===== src/jcb_pkg.sv =====
`default_nettype none
package jcb_pkg;

  // Test access port controller states.
  typedef enum logic [3:0] {
    TAP_RESET   = 4'h0,
    TAP_IDLE    = 4'h1,
    TAP_SEL_DR  = 4'h2,
    TAP_CAP_DR  = 4'h3,
    TAP_SH_DR   = 4'h4,
    TAP_EX1_DR  = 4'h5,
    TAP_PA_DR   = 4'h6,
    TAP_EX2_DR  = 4'h7,
    TAP_UP_DR   = 4'h8,
    TAP_SEL_IR  = 4'h9,
    TAP_CAP_IR  = 4'hA,
    TAP_SH_IR   = 4'hB,
    TAP_EX1_IR  = 4'hC,
    TAP_PA_IR   = 4'hD,
    TAP_EX2_IR  = 4'hE,
    TAP_UP_IR   = 4'hF
  } jcb_tap_t;

  // Instruction codes.
  localparam logic [7:0] QUICK_DATA_INSTR   = 8'h43;
  localparam logic [7:0] PASS_THROUGH_INSTR = 8'hFF;
  localparam logic [7:0] CTRL_WRITE_INSTR   = 8'h13;
  localparam logic [7:0] CTRL_READ_INSTR    = 8'h14;
  localparam logic [7:0] IR_CAPTURE_VAL     = 8'h01;

  // Control word bit positions.
  localparam int BIT_RW          = 0;
  localparam int BIT_WAIT        = 3;
  localparam int BIT_HALT        = 3;
  localparam int BIT_BYTE        = 4;
  localparam int BIT_FETCH       = 7;
  localparam int BIT_SYNC        = 9;
  localparam int BIT_HOST_CTRL   = 10;
  localparam int BIT_POR         = 11;
  localparam int BIT_LOW_RELEASE = 12;
  localparam int BIT_FLASH_SEL   = 13;
  localparam int BIT_SWITCH      = 14;

  // Writable bits and reset values per variant.
  localparam logic [15:0] LEGACY_WR_MASK = 16'h7C19;
  localparam logic [15:0] NEWER_WR_MASK  = 16'h0C11;
  localparam logic [15:0] LEGACY_RST     = 16'h2000;
  localparam logic [15:0] NEWER_RST      = 16'h0000;

  // Program counter step in quick data mode.
  localparam logic [15:0] PC_STEP = 16'h0002;

  // Pin sampling order of the synchroniser vector.
  localparam int PIN_TCK  = 0;
  localparam int PIN_TMS  = 1;
  localparam int PIN_TDI  = 2;
  localparam int PIN_TARGET_SYSTEM_CLOCK = 3;
  localparam int PIN_NUM  = 4;

  typedef struct packed {
    logic rw;
    logic byte_acc;
    logic halt;
    logic host_control_bit;
    logic por;
    logic flash_master_select;
  } jcb_cpu_ctl_t;

  typedef struct packed {
    jcb_tap_t     tap;
    logic [7:0]   ir;
    logic [7:0]   ir_sh;
    logic [15:0]  dr_sh;
    logic [15:0]  ctrl;
    logic [15:0]  memory_data_bus;
    logic         mdb_drive;
    logic [15:0]  memory_address_bus;
    logic         pc_inc;
    logic         tdo;
    logic         tdo_oe;
    logic         tck_prev;
    logic         target_system_clock_prev;
    jcb_cpu_ctl_t cpu_ctl;
  } jcb_state_t;

endpackage
`default_nettype wire


===== src/jcb_cpu_bus_ctl.sv =====
`timescale 1ns/1ps
`default_nettype none
module jcb_cpu_bus_ctl
  import jcb_pkg::*;
#(
  parameter bit NEWER_VARIANT = 1'b0
) (
  // Clock and reset.
  input  wire logic         clk_in,
  input  wire logic         rst_in,
  // Test port pins.
  input  wire logic         tck_in,
  input  wire logic         tms_in,
  input  wire logic         tdi_in,
  output var  logic         tdo_out,
  output var  logic         tdo_oe_out,
  // Target clock pin.
  input  wire logic         target_system_clock_in,
  // CPU status.
  input  wire logic [15:0]  cpu_pc_in,
  input  wire logic [15:0]  jtag_addr_in,
  input  wire logic [15:0]  mdb_in,
  input  wire logic         cpu_rw_in,
  input  wire logic         cpu_byte_in,
  input  wire logic         fetch_state_flag_in,
  input  wire logic         cpu_sync_flag_in,
  input  wire logic         cpu_wait_in,
  // Memory buses and CPU control.
  output var  logic [15:0]  memory_address_bus_out,
  output var  logic [15:0]  memory_data_bus_out,
  output var  logic         mdb_drive_out,
  output var  logic         pc_inc_out,
  output var  jcb_cpu_ctl_t cpu_ctl_out
);

  ////////////////////////////////////////////////////////////////////////////////
  // Pin synchronisation and edge detection.

  logic [PIN_NUM-1:0] pins_s;
  logic               tck_rise;
  logic               tck_fall;
  logic               target_system_clock_fall;
  logic               wide_dr;
  logic               switch_on;
  logic [15:0]        ctrl_rd;
  logic [15:0]        wr_mask;
  jcb_state_t         st_q;
  jcb_state_t         st_d;

  jcb_pin_sync u_sync (
    .clk_in   (clk_in),
    .rst_in   (rst_in),
    .pins_in  ({target_system_clock_in, tdi_in, tms_in, tck_in}),
    .pins_out (pins_s)
  );

  assign tck_rise  = pins_s[PIN_TCK] & ~st_q.tck_prev;
  assign tck_fall  = ~pins_s[PIN_TCK] & st_q.tck_prev;
  assign target_system_clock_fall = ~pins_s[PIN_TARGET_SYSTEM_CLOCK] & st_q.target_system_clock_prev;
  assign wide_dr   = (st_q.ir == QUICK_DATA_INSTR) || (st_q.ir == CTRL_WRITE_INSTR)
                     || (st_q.ir == CTRL_READ_INSTR);
  assign switch_on = ~NEWER_VARIANT & st_q.ctrl[BIT_SWITCH];
  assign wr_mask   = NEWER_VARIANT ? NEWER_WR_MASK : LEGACY_WR_MASK;

  // Read view of the control word with live status bits.
  always_comb begin
    ctrl_rd            = st_q.ctrl & wr_mask;
    ctrl_rd[BIT_FETCH] = fetch_state_flag_in;
    ctrl_rd[BIT_SYNC]  = cpu_sync_flag_in;
    if (NEWER_VARIANT) begin
      ctrl_rd[BIT_WAIT] = cpu_wait_in;
    end
  end

  ////////////////////////////////////////////////////////////////////////////////
  // Controller state and next-state function.

  function automatic jcb_tap_t tap_next(input jcb_tap_t s, input logic tms);
    case (s)
      TAP_RESET:  tap_next = tms ? TAP_RESET  : TAP_IDLE;
      TAP_IDLE:   tap_next = tms ? TAP_SEL_DR : TAP_IDLE;
      TAP_SEL_DR: tap_next = tms ? TAP_SEL_IR : TAP_CAP_DR;
      TAP_CAP_DR: tap_next = tms ? TAP_EX1_DR : TAP_SH_DR;
      TAP_SH_DR:  tap_next = tms ? TAP_EX1_DR : TAP_SH_DR;
      TAP_EX1_DR: tap_next = tms ? TAP_UP_DR  : TAP_PA_DR;
      TAP_PA_DR:  tap_next = tms ? TAP_EX2_DR : TAP_PA_DR;
      TAP_EX2_DR: tap_next = tms ? TAP_UP_DR  : TAP_SH_DR;
      TAP_UP_DR:  tap_next = tms ? TAP_SEL_DR : TAP_IDLE;
      TAP_SEL_IR: tap_next = tms ? TAP_RESET  : TAP_CAP_IR;
      TAP_CAP_IR: tap_next = tms ? TAP_EX1_IR : TAP_SH_IR;
      TAP_SH_IR:  tap_next = tms ? TAP_EX1_IR : TAP_SH_IR;
      TAP_EX1_IR: tap_next = tms ? TAP_UP_IR  : TAP_PA_IR;
      TAP_PA_IR:  tap_next = tms ? TAP_EX2_IR : TAP_PA_IR;
      TAP_EX2_IR: tap_next = tms ? TAP_UP_IR  : TAP_SH_IR;
      TAP_UP_IR:  tap_next = tms ? TAP_SEL_DR : TAP_IDLE;
      default:    tap_next = TAP_RESET;
    endcase
  endfunction

  always_comb begin
    st_d           = st_q;
    st_d.tck_prev  = pins_s[PIN_TCK];
    st_d.target_system_clock_prev = pins_s[PIN_TARGET_SYSTEM_CLOCK];
    st_d.pc_inc    = 1'b0;
    if (tck_rise) begin
      st_d.tap = tap_next(st_q.tap, pins_s[PIN_TMS]);
      case (st_q.tap)
        TAP_CAP_DR: begin
          if (st_q.ir == QUICK_DATA_INSTR) begin
            st_d.dr_sh = mdb_in;
          end else if (wide_dr) begin
            st_d.dr_sh = ctrl_rd;
          end else begin
            st_d.dr_sh = 16'h0000;
          end
        end
        TAP_SH_DR: begin
          if (wide_dr) begin
            st_d.dr_sh = {pins_s[PIN_TDI], st_q.dr_sh[15:1]};
          end else begin
            st_d.dr_sh[0] = pins_s[PIN_TDI];
          end
        end
        TAP_CAP_IR: st_d.ir_sh = IR_CAPTURE_VAL;
        TAP_SH_IR:  st_d.ir_sh = {pins_s[PIN_TDI], st_q.ir_sh[7:1]};
        default:    st_d.ir_sh = st_q.ir_sh;
      endcase
    end
    if (tck_fall) begin
      st_d.tdo_oe = 1'b0;
      case (st_q.tap)
        TAP_SH_DR: begin
          st_d.tdo    = st_q.dr_sh[0];
          st_d.tdo_oe = ~switch_on;
        end
        TAP_SH_IR: begin
          st_d.tdo    = st_q.ir_sh[0];
          st_d.tdo_oe = ~switch_on;
        end
        TAP_UP_IR: begin
          st_d.ir = st_q.ir_sh;
          if (st_q.ir_sh == PASS_THROUGH_INSTR) begin
            st_d.ctrl[BIT_HOST_CTRL] = 1'b0;
            st_d.ctrl[BIT_HALT]      = 1'b0;
          end
        end
        TAP_UP_DR: begin
          if (st_q.ir == QUICK_DATA_INSTR) begin
            st_d.memory_data_bus       = st_q.dr_sh;
            st_d.mdb_drive = 1'b1;
          end else if (st_q.ir == CTRL_WRITE_INSTR) begin
            st_d.ctrl = st_q.dr_sh & wr_mask;
          end
        end
        default: st_d.ir = st_q.ir;
      endcase
    end
    if (st_q.tap == TAP_RESET) begin
      st_d.ir = PASS_THROUGH_INSTR;
    end
    if (st_d.ir != QUICK_DATA_INSTR) begin
      st_d.mdb_drive = 1'b0;
    end
    if (st_q.ir == QUICK_DATA_INSTR) begin
      st_d.memory_address_bus = cpu_pc_in;
      if (target_system_clock_fall && (st_q.tap == TAP_IDLE)) begin
        st_d.pc_inc = 1'b1;
      end
    end else begin
      st_d.memory_address_bus = jtag_addr_in;
    end
    if (~NEWER_VARIANT && st_q.ctrl[BIT_LOW_RELEASE]) begin
      st_d.cpu_ctl.rw       = cpu_rw_in;
      st_d.cpu_ctl.byte_acc = cpu_byte_in;
    end else begin
      st_d.cpu_ctl.rw       = st_q.ctrl[BIT_RW];
      st_d.cpu_ctl.byte_acc = st_q.ctrl[BIT_BYTE];
    end
    st_d.cpu_ctl.halt             = ~NEWER_VARIANT & st_q.ctrl[BIT_HALT];
    st_d.cpu_ctl.host_control_bit = st_q.ctrl[BIT_HOST_CTRL];
    st_d.cpu_ctl.por              = st_q.ctrl[BIT_POR];
    st_d.cpu_ctl.flash_master_select = NEWER_VARIANT | st_q.ctrl[BIT_FLASH_SEL];
  end

  always_ff @(posedge clk_in) begin
    if (rst_in) begin
      st_q      <= '0;
      st_q.ir   <= PASS_THROUGH_INSTR;
      st_q.ctrl <= NEWER_VARIANT ? NEWER_RST : LEGACY_RST;
      st_q.cpu_ctl.flash_master_select <= 1'b1;
    end else begin
      st_q <= st_d;
    end
  end

  assign tdo_out                = st_q.tdo;
  assign tdo_oe_out             = st_q.tdo_oe;
  assign memory_address_bus_out = st_q.memory_address_bus;
  assign memory_data_bus_out    = st_q.memory_data_bus;
  assign mdb_drive_out          = st_q.mdb_drive;
  assign pc_inc_out             = st_q.pc_inc;
  assign cpu_ctl_out            = st_q.cpu_ctl;
endmodule // jcb_cpu_bus_ctl
`default_nettype wire


===== src/jcb_pin_sync.sv =====
`timescale 1ns/1ps
`default_nettype none
module jcb_pin_sync
  import jcb_pkg::*;
(
  // Clock and reset.
  input  wire logic               clk_in,
  input  wire logic               rst_in,
  // Pins and synchronised levels.
  input  wire logic [PIN_NUM-1:0] pins_in,
  output var  logic [PIN_NUM-1:0] pins_out
);

  logic [PIN_NUM-1:0] meta_q;

  // Each pin passes two flip-flops before any logic reads it.
  for (genvar i = 0; i < PIN_NUM; i++) begin : g_sync
    always_ff @(posedge clk_in) begin
      if (rst_in) begin
        meta_q[i]   <= 1'b0;
        pins_out[i] <= 1'b0;
      end else begin
        meta_q[i]   <= pins_in[i];
        pins_out[i] <= meta_q[i];
      end
    end
  end

endmodule // jcb_pin_sync
`default_nettype wire


===== config.mk =====
export PLATFORM = sky130hd
export DESIGN_NAME = jcb_cpu_bus_ctl
export DESIGN_NICKNAME = d
export VERILOG_FILES = /design/src/jcb_pkg.sv /design/src/jcb_cpu_bus_ctl.sv /design/src/jcb_pin_sync.sv
export SDC_FILE = /design/constraint.sdc
export NUM_CORES = 1
export LEC_CHECK = 0
export ABC_AREA = 1
export ABC_CLOCK_PERIOD_IN_PS = 4450
export BUFFER_PORTS_ARGS = -buffer_cell sky130_fd_sc_hd__buf_4
export CORE_MARGIN = 2
export CORE_UTILIZATION = 50
export CTS_CLUSTER_SIZE = 20
export DETAILED_ROUTE_END_ITERATION = 7
export PLACE_DENSITY = 0.79
export SETUP_SLACK_MARGIN = 0.5
export SKIP_LAST_GASP = 1
export SLEW_MARGIN = 5
export SYNTH_ARGS = -nofsm -noshare
export SYNTH_HDL_FRONTEND = slang
export SYNTH_SLANG_ARGS = --single-unit

===== constraint.sdc =====
create_clock -name clk_in -period 4.45 [get_ports clk_in]
set_input_delay 0.2225 -clock clk_in [delete_from_list [all_inputs] [get_ports clk_in]]
set_output_delay 0.2225 -clock clk_in [all_outputs]
set_load 0.02 [all_outputs]

=== After elaboration in Yosys (flattened, before gate mapping) ===
Index checks and enable logic that the tools add are counted.
Widths: inputs -> output; s select.

* Input port bits: 59
* Output and inout port bits: 42
* Word-level logic and storage cells: 112
* Bits in registers: 96

* Equality and inequality tests: 24
* Reductions and logical operators: 20
* Muxes and demuxes: 31
* Bitwise gates (word level): 8

{| class="wikitable"
|+ Operators with widths
! operator !! number
|-
| $pmux 4 s12 || 1
|-
| $eq 4x4->1 const B || 8
|-
| $mux 16 || 2
|-
| $pmux 16 s2 || 1
|-
| $mux 15 || 2
|-
| $mux 8 || 3
|-
| $mux 11 || 2
|-
| $eq 4x3->1 const B || 4
|-
| $eq 8x5->1 const B || 2
|-
| $mux 4 || 4
|-
| $pmux 8 s2 || 1
|-
| $eq 4x2->1 const B || 2
|-
| $eq 8x7->1 const B || 1
|-
| $eq 8x8->1 const B || 1
|-
| $mux 2 || 4
|-
| $ne 2x2->1 const B || 4
|-
| $ne 8x7->1 const B || 1
|-
| $reduce_bool 2->1 || 4
|-
| $reduce_or 2->1 || 4
|-
| $mux 1 || 6
|-
| $mux 3 || 2
|-
| $reduce_and 2->1 || 3
|-
| $reduce_and 3->1 || 2
|-
| $not 1->1 || 5
|-
| 10 further kinds || 14
|}

=== Longest topological paths before layout ===
Gate-level depths: netlist of the first run.

* Depth after elaboration: 6
* Gate-level depth with buffers: 12
* Gate-level depth less buffers: 11

=== Hierarchy ===
Synthesis of the first run repeated with hierarchy kept, for this count alone.

* Cell total of the unflattened synthesis: 646
* Area total of the unflattened synthesis: 4638.2 µm²

{| class="wikitable"
|+ Modules (own cells, without submodules)
! module !! area each (µm²) !! seq. area each (µm²) !! instances !! cells an instance
|-
| jcb_cpu_bus_ctl || 4406.7 || 1761.7 || 1 || 621
|-
| jcb_pin_sync || 231.5 || 160.2 || 1 || 25
|}

=== Worst setup path after synthesis of the first run ===
No wires, ideal clock.

* Kind: reg2reg
* Start: register st_q[87] (netlist bit)
* End: register st_q (netlist bit ctrl_rd[12])
* Path buffers: 2
* Path slack: 2.962 ns
* Arrival: 1.368 ns
* Cell stages (with the launch flop): 11
* Cell sequence: dfxtp_1 -> inv_1 -> nand2_1 -> nor2_1 -> buf_4 -> nand2_2 -> nor2_1 -> nand2_1 -> buf_2 -> o21ai_0 -> a21oi_1

* Cells in the longest elaborated chain, start to end: 3
* Elaborated cells between the ends (all ways): 4
* Those cells by class: eq/ne: 2; bitwise: 1; reduce/logical: 1

{| class="wikitable"
|+ Ends and longest elaborated chain
! element !! line !! RTL
|-
| start, declared || jcb_cpu_bus_ctl.sv:47 || <nowiki>jcb_state_t st_q;</nowiki>
|-
| start signal, assigned || jcb_cpu_bus_ctl.sv:192 || <nowiki>st_q <= st_d;</nowiki>
|-
| $eq 8x7->1 || jcb_cpu_bus_ctl.sv:148 || <nowiki>if (st_q.ir == QUICK_DATA_INSTR) begin</nowiki>
|-
| $not 1->1 (no line) || n/a ||
|-
| $reduce_and 4->1 (no line) (*) || n/a ||
|}

Every way passes the cells marked *; elsewhere a longest branch is shown, timed or not.
A chain may end at the register's enable or synchronous reset.

=== Worst setup path after layout of the first run ===
* Start: register st_q[85] (netlist bit)
* End: register st_q[60] (netlist bit)

* Cells in the longest elaborated chain, start to end: 6
* Elaborated cells between the ends (all ways): 9
* Those cells by class: eq/ne: 3; mux: 4; reduce/logical: 2

{| class="wikitable"
|+ Ends and longest elaborated chain
! element !! line !! RTL
|-
| $eq 8x7->1 / $eq 8x5->1 (equally long branches) || jcb_cpu_bus_ctl.sv:60, jcb_cpu_bus_ctl.sv:109 ||
|-
| $logic_or 1x1->1 || jcb_cpu_bus_ctl.sv:60 || <nowiki>assign wide_dr = (st_q.ir == QUICK_DATA_INSTR) || (st_q.ir == CTRL_WRITE_INSTR)</nowiki>
|-
| $logic_or 1x1->1 || jcb_cpu_bus_ctl.sv:61 || <nowiki>|| (st_q.ir == CTRL_READ_INSTR);</nowiki>
|-
| $mux 15 || jcb_cpu_bus_ctl.sv:111 || <nowiki>end else if (wide_dr) begin</nowiki>
|-
| $mux 16 || jcb_cpu_bus_ctl.sv:109 || <nowiki>if (st_q.ir == QUICK_DATA_INSTR) begin</nowiki>
|-
| $pmux 16 s2 (*) || jcb_cpu_bus_ctl.sv:107 || <nowiki>case (st_q.tap)</nowiki>
|}

Marked as above.

==> results of run 1 <==
stage by stage:
step                total power (W)  std cells  area, sq um  hold WS [ns]  worst slack (ns)
CTS                         0.00155        801         5210        0.0430              1.70
global placement           0.000992        785         5010         0.390              1.83
global route                0.00160        801         5210        0.0552              1.38
finish                      0.00155        801         5210        0.0475              1.60
detailed placement         0.000994        785         5010         0.395              1.72
floorplan                  0.000947        644         4590         0.329              2.96
critical path: stages, from the launching register on:
cell and delay (ns):
dfxtp_1 0.37, nand2_1 0.07, nor2_1 0.71, nand2_2 0.60, inv_2 0.53, nor2_1 0.13
nor3_1 0.23, nor2_1 0.07, nor2_1 0.07
sequential cells by signal (all words and copies together) (netlist names):
register,flops
tdo_oe_out,1
st_q,38
pc_inc_out,1
mdb_drive_out,1
memory_data_bus_out,16
cpu_ctl_out,6
u_sync.meta_q,4
u_sync.pins_out,4
tdo_out,1
memory_address_bus_out,16
ctrl_rd,8
area by class of cell:
class,instances,share of cell area (%)
clock buffer,10,2.45
clock inverter,6,1.30
inverter,86,6.22
multi-input combinational,395,36.1
sequential,96,36.9
tap,108,2.59
timing repair buffer,100,14.4
path summary, 6_finish.rpt:
| check | start | end |
|---|---|---|
| max | st_q[85] | st_q[60] |
| min | tdi_in | u_sync.meta_q[2] |
| min reg2reg | u_sync.meta_q[0] | u_sync.pins_out[0] |
| max reg2reg | st_q[85] | st_q[60] |
cells by family after synthesis:
| family | count (synthesis) | share of synthesized area [%] |
|---|---|---|
| flops | 96 | 41.9 |
| compound gates | 138 | 16.5 |
| simple gates | 257 | 24.5 |
| buf+inv | 153 | 17.1 |
metal layers:
metal	routed length [um]	part of all wire, %	up-vias
met5	0	0	-
met4	169	1.6	0
met3	677	6.4	17
met2	5070	48	140
met1	4700	44	1935
li1	-	-	2096
cell usage in the layout (no fill, tap or decap):
| cell | netlist | layout |
|---|---|---|
| clkinv_2 | 1 | 2 |
| clkinv_4 | 0 | 1 |
| nand4_4 | 1 | 1 |
| bufinv_16 | 0 | 1 |
| a21oi_2 | 9 | 9 |
| nor2_2 | 3 | 3 |
| clkbuf_8 | 0 | 9 |
| o21ai_0 | 46 | 46 |
| nand4_1 | 5 | 5 |
| buf_4 | 42 | 100 |
| a31oi_1 | 5 | 5 |
| nand2_4 | 1 | 1 |
| inv_6 | 0 | 1 |
| o21ai_2 | 1 | 1 |
| inv_2 | 4 | 4 |
| nor3_1 | 1 | 1 |
| or2_2 | 2 | 2 |
| o2111ai_1 | 1 | 1 |
| inv_1 | 81 | 81 |
| clkbuf_1 | 14 | 1 |
| a211oi_1 | 6 | 6 |
| nand3_1 | 46 | 46 |
| o211ai_1 | 1 | 1 |
| or2_1 | 1 | 1 |
| nor2_1 | 97 | 97 |
| nand2_2 | 6 | 6 |
| nor2_4 | 3 | 3 |
| nor3_4 | 1 | 1 |
| a21oi_1 | 52 | 52 |
| dfxtp_1 | 96 | 96 |
| nand2_1 | 90 | 90 |
| o22ai_1 | 1 | 1 |
| o21ai_1 | 16 | 16 |
| clkinvlp_4 | 0 | 2 |
report_power, final:
part / leakage, nW / internal (W) / switching [W]
clock: 0.0929 / 0.000262 / 0.000309
sequential: 0.780 / 0.000870 / 0.00000598
combinational: 1.36 / 0.0000502 / 0.0000476
==> key figures, run 1 <==
Drt
  – DRC Markers: 0
  – Routed WL: 10600 um
  – Vias: 4188
  – DR iter-0 viols: 213
  – TritonRoute pass-1 iters: 5
  – Routed wire length per instance: 13.3 um
  – Post-route ant nets: 0
  – Via density per instance: 5.23

Global route
  – Busiest grt layer: met2
  – Vias in the first global route: around 3900
  – GRT overflow: 0
  – Met1 usage: 27.3%
  – All-Layer GR Usage: a little over a fifth
  – Initial antenna violation count: 0
  – Met3 capacity usage during global routing: 4.25%
  – Grt met2 use: 37.6%
  – Largest net degree at the start of global routing: 54
  – First-pass GRT wire length: around 18000 um

Setup path
  – R2R setup slack: between 1.5 and 2 ns
  – Setup crit end kind: flop
  – Critical path peak fanout: 30
  – Crit Path Class: flop to flop
  – CP arrival: 3.16 ns
  – Critical path launch point type: flop
  – Worst R2R Path Depth: 8
  – Worst path required time: between 4 and 5 ns

Timing
  – Post-layout minimum cycle time: 2.85 ns
  – Max Freq: 351 MHz
  – Final period util: between 60 and 70%
  – Slew headroom: approximately 38%
  – Clock Skews: 0.0117 ns
  – Final Setup Violations: 0
  – Final TNS setup: 0 ns
  – Hold Violations, Final: 0
  – Worst-Margin Slew: 0.927 ns
  – Fin. max-slew vios: 0
  – RSZ-0062 raised after global routing: false

Layout
  – ANT cells: 0
  – Multi-input combinational cell area: 1880 sq um
  – Reg area: around 1900 sq um
  – Fin nets: 747
  – Synth-to-Final Area Change: 13.6%
  – Proportion of layout cells with a drive suffix above 1: 21.2%
  – Final-layout fill cell count: 823
  – Fin util: 59.2%

Logic synthesis
  – Top-count cell post-synth: nor2_1
  – Distinct cell type count of the synthesized netlist: 32
  – Cells after Synth: approximately 640
  – Synth warn: 0
  – Yosys top cell area share: 41.9%
  – #FFs+latches synth: 96
  – Cell taking the most area after synthesis: dfxtp_1
  – Number of flops mapped to enable cells by yosys: 0
  – Dominant synthesized flop cell: dfxtp_1
  – Register area share after synthesis: 41.9%
  – Syn_nets: between 700 and 800
  – Mapped cell area: 4590 sq um
  – Synth Area per Inst: 7.12 sq um
  – Async S/R FF share, synth: 0%
  – Area contributors post-synth: dfxtp_1, nor2_1, nand2_1
  – Most instantiated cells after synthesis: nor2_1, dfxtp_1, nand2_1, inv_1, a21oi_1

Floorplan
  – Die height: 99.8 um
  – Chip width: 99.8 um
  – Core Area: 8810 sq um
  – Initial Util: 52.1%
  – DIE AREA: between 9000 and 10000 sq um
  – Num rows: 34
  – Top Ports: 101

Place
  – Post-DP HPWL: 7430 um
  – Final RePlAce weighted congestion: a little under 0.9
  – Port bufs: 99

Clock tree
  – Clock Pin Slew Worst Setup and Hold Paths: approximately 0.1 ns
  – Hold_buf cts: 0
  – CTS Buf Count: 9
  – Max Buffers Root-to-Sink: 2
  – Clock Latency Late Sink: 0.37 ns
  – TritonCTS clock tree: built
  – H-tree lvl count: 3
  – Sink Count: 96
  – Post-CTS sizing: 0
  – Postcts setup bufs: 0
  – Root buf cell: clkbuf_8

Power and ir drop
  – Power per standard cell area: 297 nW/um^2
  – Pleak: 2.23 nW
  – Max IR drop VDD: 0.251 mV

Worst hold path
  – Hold depth: 3
  – Min-Delay Path Class: input pin to flop

Run
  – MaxCap Viol Count: 0

Outcome
  – Status: complete, no violations
No activity file was read; power rests on OpenSTA's default activity.
==> run 2: changes to the inputs <==
--- a/config.mk
+++ b/config.mk
@@ -6,7 +6,7 @@
 export NUM_CORES = 1
 export LEC_CHECK = 0
 export ABC_AREA = 1
-export ABC_CLOCK_PERIOD_IN_PS = 4450
+export ABC_CLOCK_PERIOD_IN_PS = 2860
 export BUFFER_PORTS_ARGS = -buffer_cell sky130_fd_sc_hd__buf_4
 export CORE_MARGIN = 2
 export CORE_UTILIZATION = 50
==> constraint.sdc (replaced) <==
create_clock -name clk_in -period 2.86 [get_ports clk_in]
set_input_delay 0.143 -clock clk_in [delete_from_list [all_inputs] [get_ports clk_in]]
set_output_delay 0.143 -clock clk_in [all_outputs]
set_load 0.02 [all_outputs]
==> run 2 against run 1 <==
  * The flow now finishes with violations (hold timing)
  * Sequential share of layout area shrank 1.9 points
  * Register-to-register slack lost 0.90 ns
  * Critical path depth grew 1
  * Final cell count grew 3.9%
==> key figures, run 2 (synthesis gave the netlist of run 1 again) <==
Floorplan
  – Chip width: 99.8 um
  – Top Ports: 101
  – Die height: 99.8 um
  – Num rows: 34
  – Initial Util: 52.1%
  – Core Area: approximately 8800 sq um
  – DIE AREA: 9960 sq um

Drt
  – Vias: 4320
  – DRC Markers: 0
  – Routed wire length per instance: between 10 and 15 um
  – DR iter-0 viols: between 200 and 250
  – Routed WL: about 11000 um
  – TritonRoute pass-1 iters: 5
  – Via density per instance: 5.19
  – Post-route ant nets: 0

Power and ir drop
  – Total power: 0.00245 W
  – Power per standard cell area: 447 nW/um^2
  – Max IR drop VDD: between 0.2 and 0.25 mV
  – Pleak: about 2.4 nW

Timing
  – Hold Violations, Final: 1
  – RSZ-0062 raised after global routing: false
  – Slew headroom: 62.5%
  – Setup WS post-layout: just over 0.7 ns
  – Post-layout minimum cycle time: 2.15 ns
  – Final Setup Violations: 0
  – Clock Skews: 0.0147 ns
  – Hold Slack: -0.00180 ns
  – Fin. max-slew vios: 0
  – Max Freq: 464 MHz
  – Worst-Margin Slew: 0.561 ns
  – Final period util: 75.3%
  – Final TNS setup: 0 ns

Setup path
  – Setup crit end kind: flop
  – R2R setup slack: roughly 0.71 ns
  – Worst path required time: about 3.2 ns
  – Critical path launch point type: flop
  – CP max-delay cell: dfxtp_2
  – Critical path peak fanout: 24
  – Crit Path Class: flop to flop
  – Worst R2R Path Depth: 9
  – Crit-path leading delay family: simple AND/OR/NAND/NOR gates
  – CP Cell Sequence: nor2_2, nand2_4, o21ai_2, nand2_1, inv_2, nand2_2, inv_1, nand2_1, a21oi_1
  – Worst R2R End: st_q[62]
  – Crit-path max cell delay: 0.41 ns
  – Worst Path Buf+Inv: 2
  – CP most frequent cell: nand2_1
  – Reg2reg start: st_q[92]
  – CP arrival: 2.47 ns

Layout
  – Cell Count, Final, Fillers Out: 832
  – Proportion of layout cells with a drive suffix above 1: 22.4%
  – ANT cells: 0
  – Fin nets: 778
  – Most frequent cells in the layout: buf_4, nor2_1, dfxtp_1, nand2_1, inv_1
  – Biggest register: st_q
  – Commonest non-fill, non-tap cell in the layout: buf_4
  – Max FFs per register: 38
  – Fin util: a little over three fifths
  – Synth-to-Final Area Change: 19.8%
  – Final-layout fill cell count: approximately 770

Place
  – Final RePlAce weighted congestion: 0.889
  – Post-DP HPWL: about 7500 um
  – Cells after DPL: 788
  – Place WS: 0.578 ns
  – Port bufs: 99

Outcome
  – Status: complete, but fails checks
  – Failing checks: hold timing

Worst hold path
  – Min-Delay Path Class: input pin to flop
  – Hold path startpoint: jtag_addr_in[14]
  – Min-Delay Endpoint: memory_address_bus_out[14]
  – Hold depth: 3

Clock tree
  – TritonCTS clock tree: built
  – Clock Pin Slew Worst Setup and Hold Paths: 0.10 ns
  – H-tree lvl count: 3
  – CTS Buf Count: 9
  – Clock Latency Late Sink: 0.38 ns
  – Max Buffers Root-to-Sink: 2
  – Sink Count: 96
  – Root buf cell: clkbuf_8

Global route
  – Largest net degree at the start of global routing: 44
  – First-pass GRT wire length: 18100 um
  – Initial antenna violation count: 0
  – GRT overflow: 0
  – All-Layer GR Usage: about 22%
  – Vias in the first global route: ~4000

Run
  – MaxCap Viol Count: 0
-- run 2: cell count changes in the layout (fill, tap and decap cells not counted), sizes merged --
cell,delta
clkinvlp,-1
clkbuf,-1
inv,+2
buf,+13
dlygate4sd3,+18
-- run 2: how the worst max path moves through the flow --
stage | slack (ns) | end | startpoint | cells after the start
global route | 0.53 | st_q[68] | st_q[92] | 9
CTS | 0.56 | st_q[62] | st_q[92] | 8
detailed placement | 0.58 | st_q[62] | st_q[92] | 8
finish | 0.71 | st_q[62] | st_q[92] | 9
floorplan | 1.37 | ctrl_rd[12] | st_q[87] | 10
global placement | 0.65 | st_q[66] | st_q[92] | 8
-- run 2: per-stage QoR --
stage	cell area, sq um	hold WS, ns
floorplan	4590	0.250
global placement	5040	0.342
detailed placement	5040	0.352
CTS	5410	0.00131
global route	5500	0.00448
finish	5500	-0.00180
-- run 2: area by class of cell --
type / instances / area [sq um] / area share [%]
sequential: 96 / 1920 / 35.0
tap: 108 / 135 / 2.46
inverter: 86 / 324 / 5.90
clock inverter: 7 / 77.6 / 1.41
multi-input combinational: 395 / 1880 / 34.3
timing repair buffer: 131 / 1030 / 18.7
clock buffer: 9 / 124 / 2.25
-- run 2: repair_timing --
item,4_1_cts,5_1_grt
setup endpoints to repair,0,7
setup buffers,0,10
hold endpoints to repair,17,1
hold buffers,17,1
resized for setup,0,1
-- run 2: power by group --
group,switching [W],total [W],internal (W)
combinational,0.0000802,0.000175,0.0000949
sequential,0.00000918,0.00136,0.00135
clock,0.000502,0.000915,0.000413
-- run 2: routing by layer --
layer / routed length [um] / global-route usage (%) / vias up
met2: 5230 / 37.7 / 158
met3: 792 / 3.55 / 20
met1: 4750 / 28.2 / 1975
met5: 0 / 0 / -
met4: 273 / 11.1 / 0
li1: - / - / 2167
-- run 2: tightest hold or removal path, stage by stage --
cell,delay (ns)
buf_4,0.08
nor2_1,0.03
nor2_1,0.09
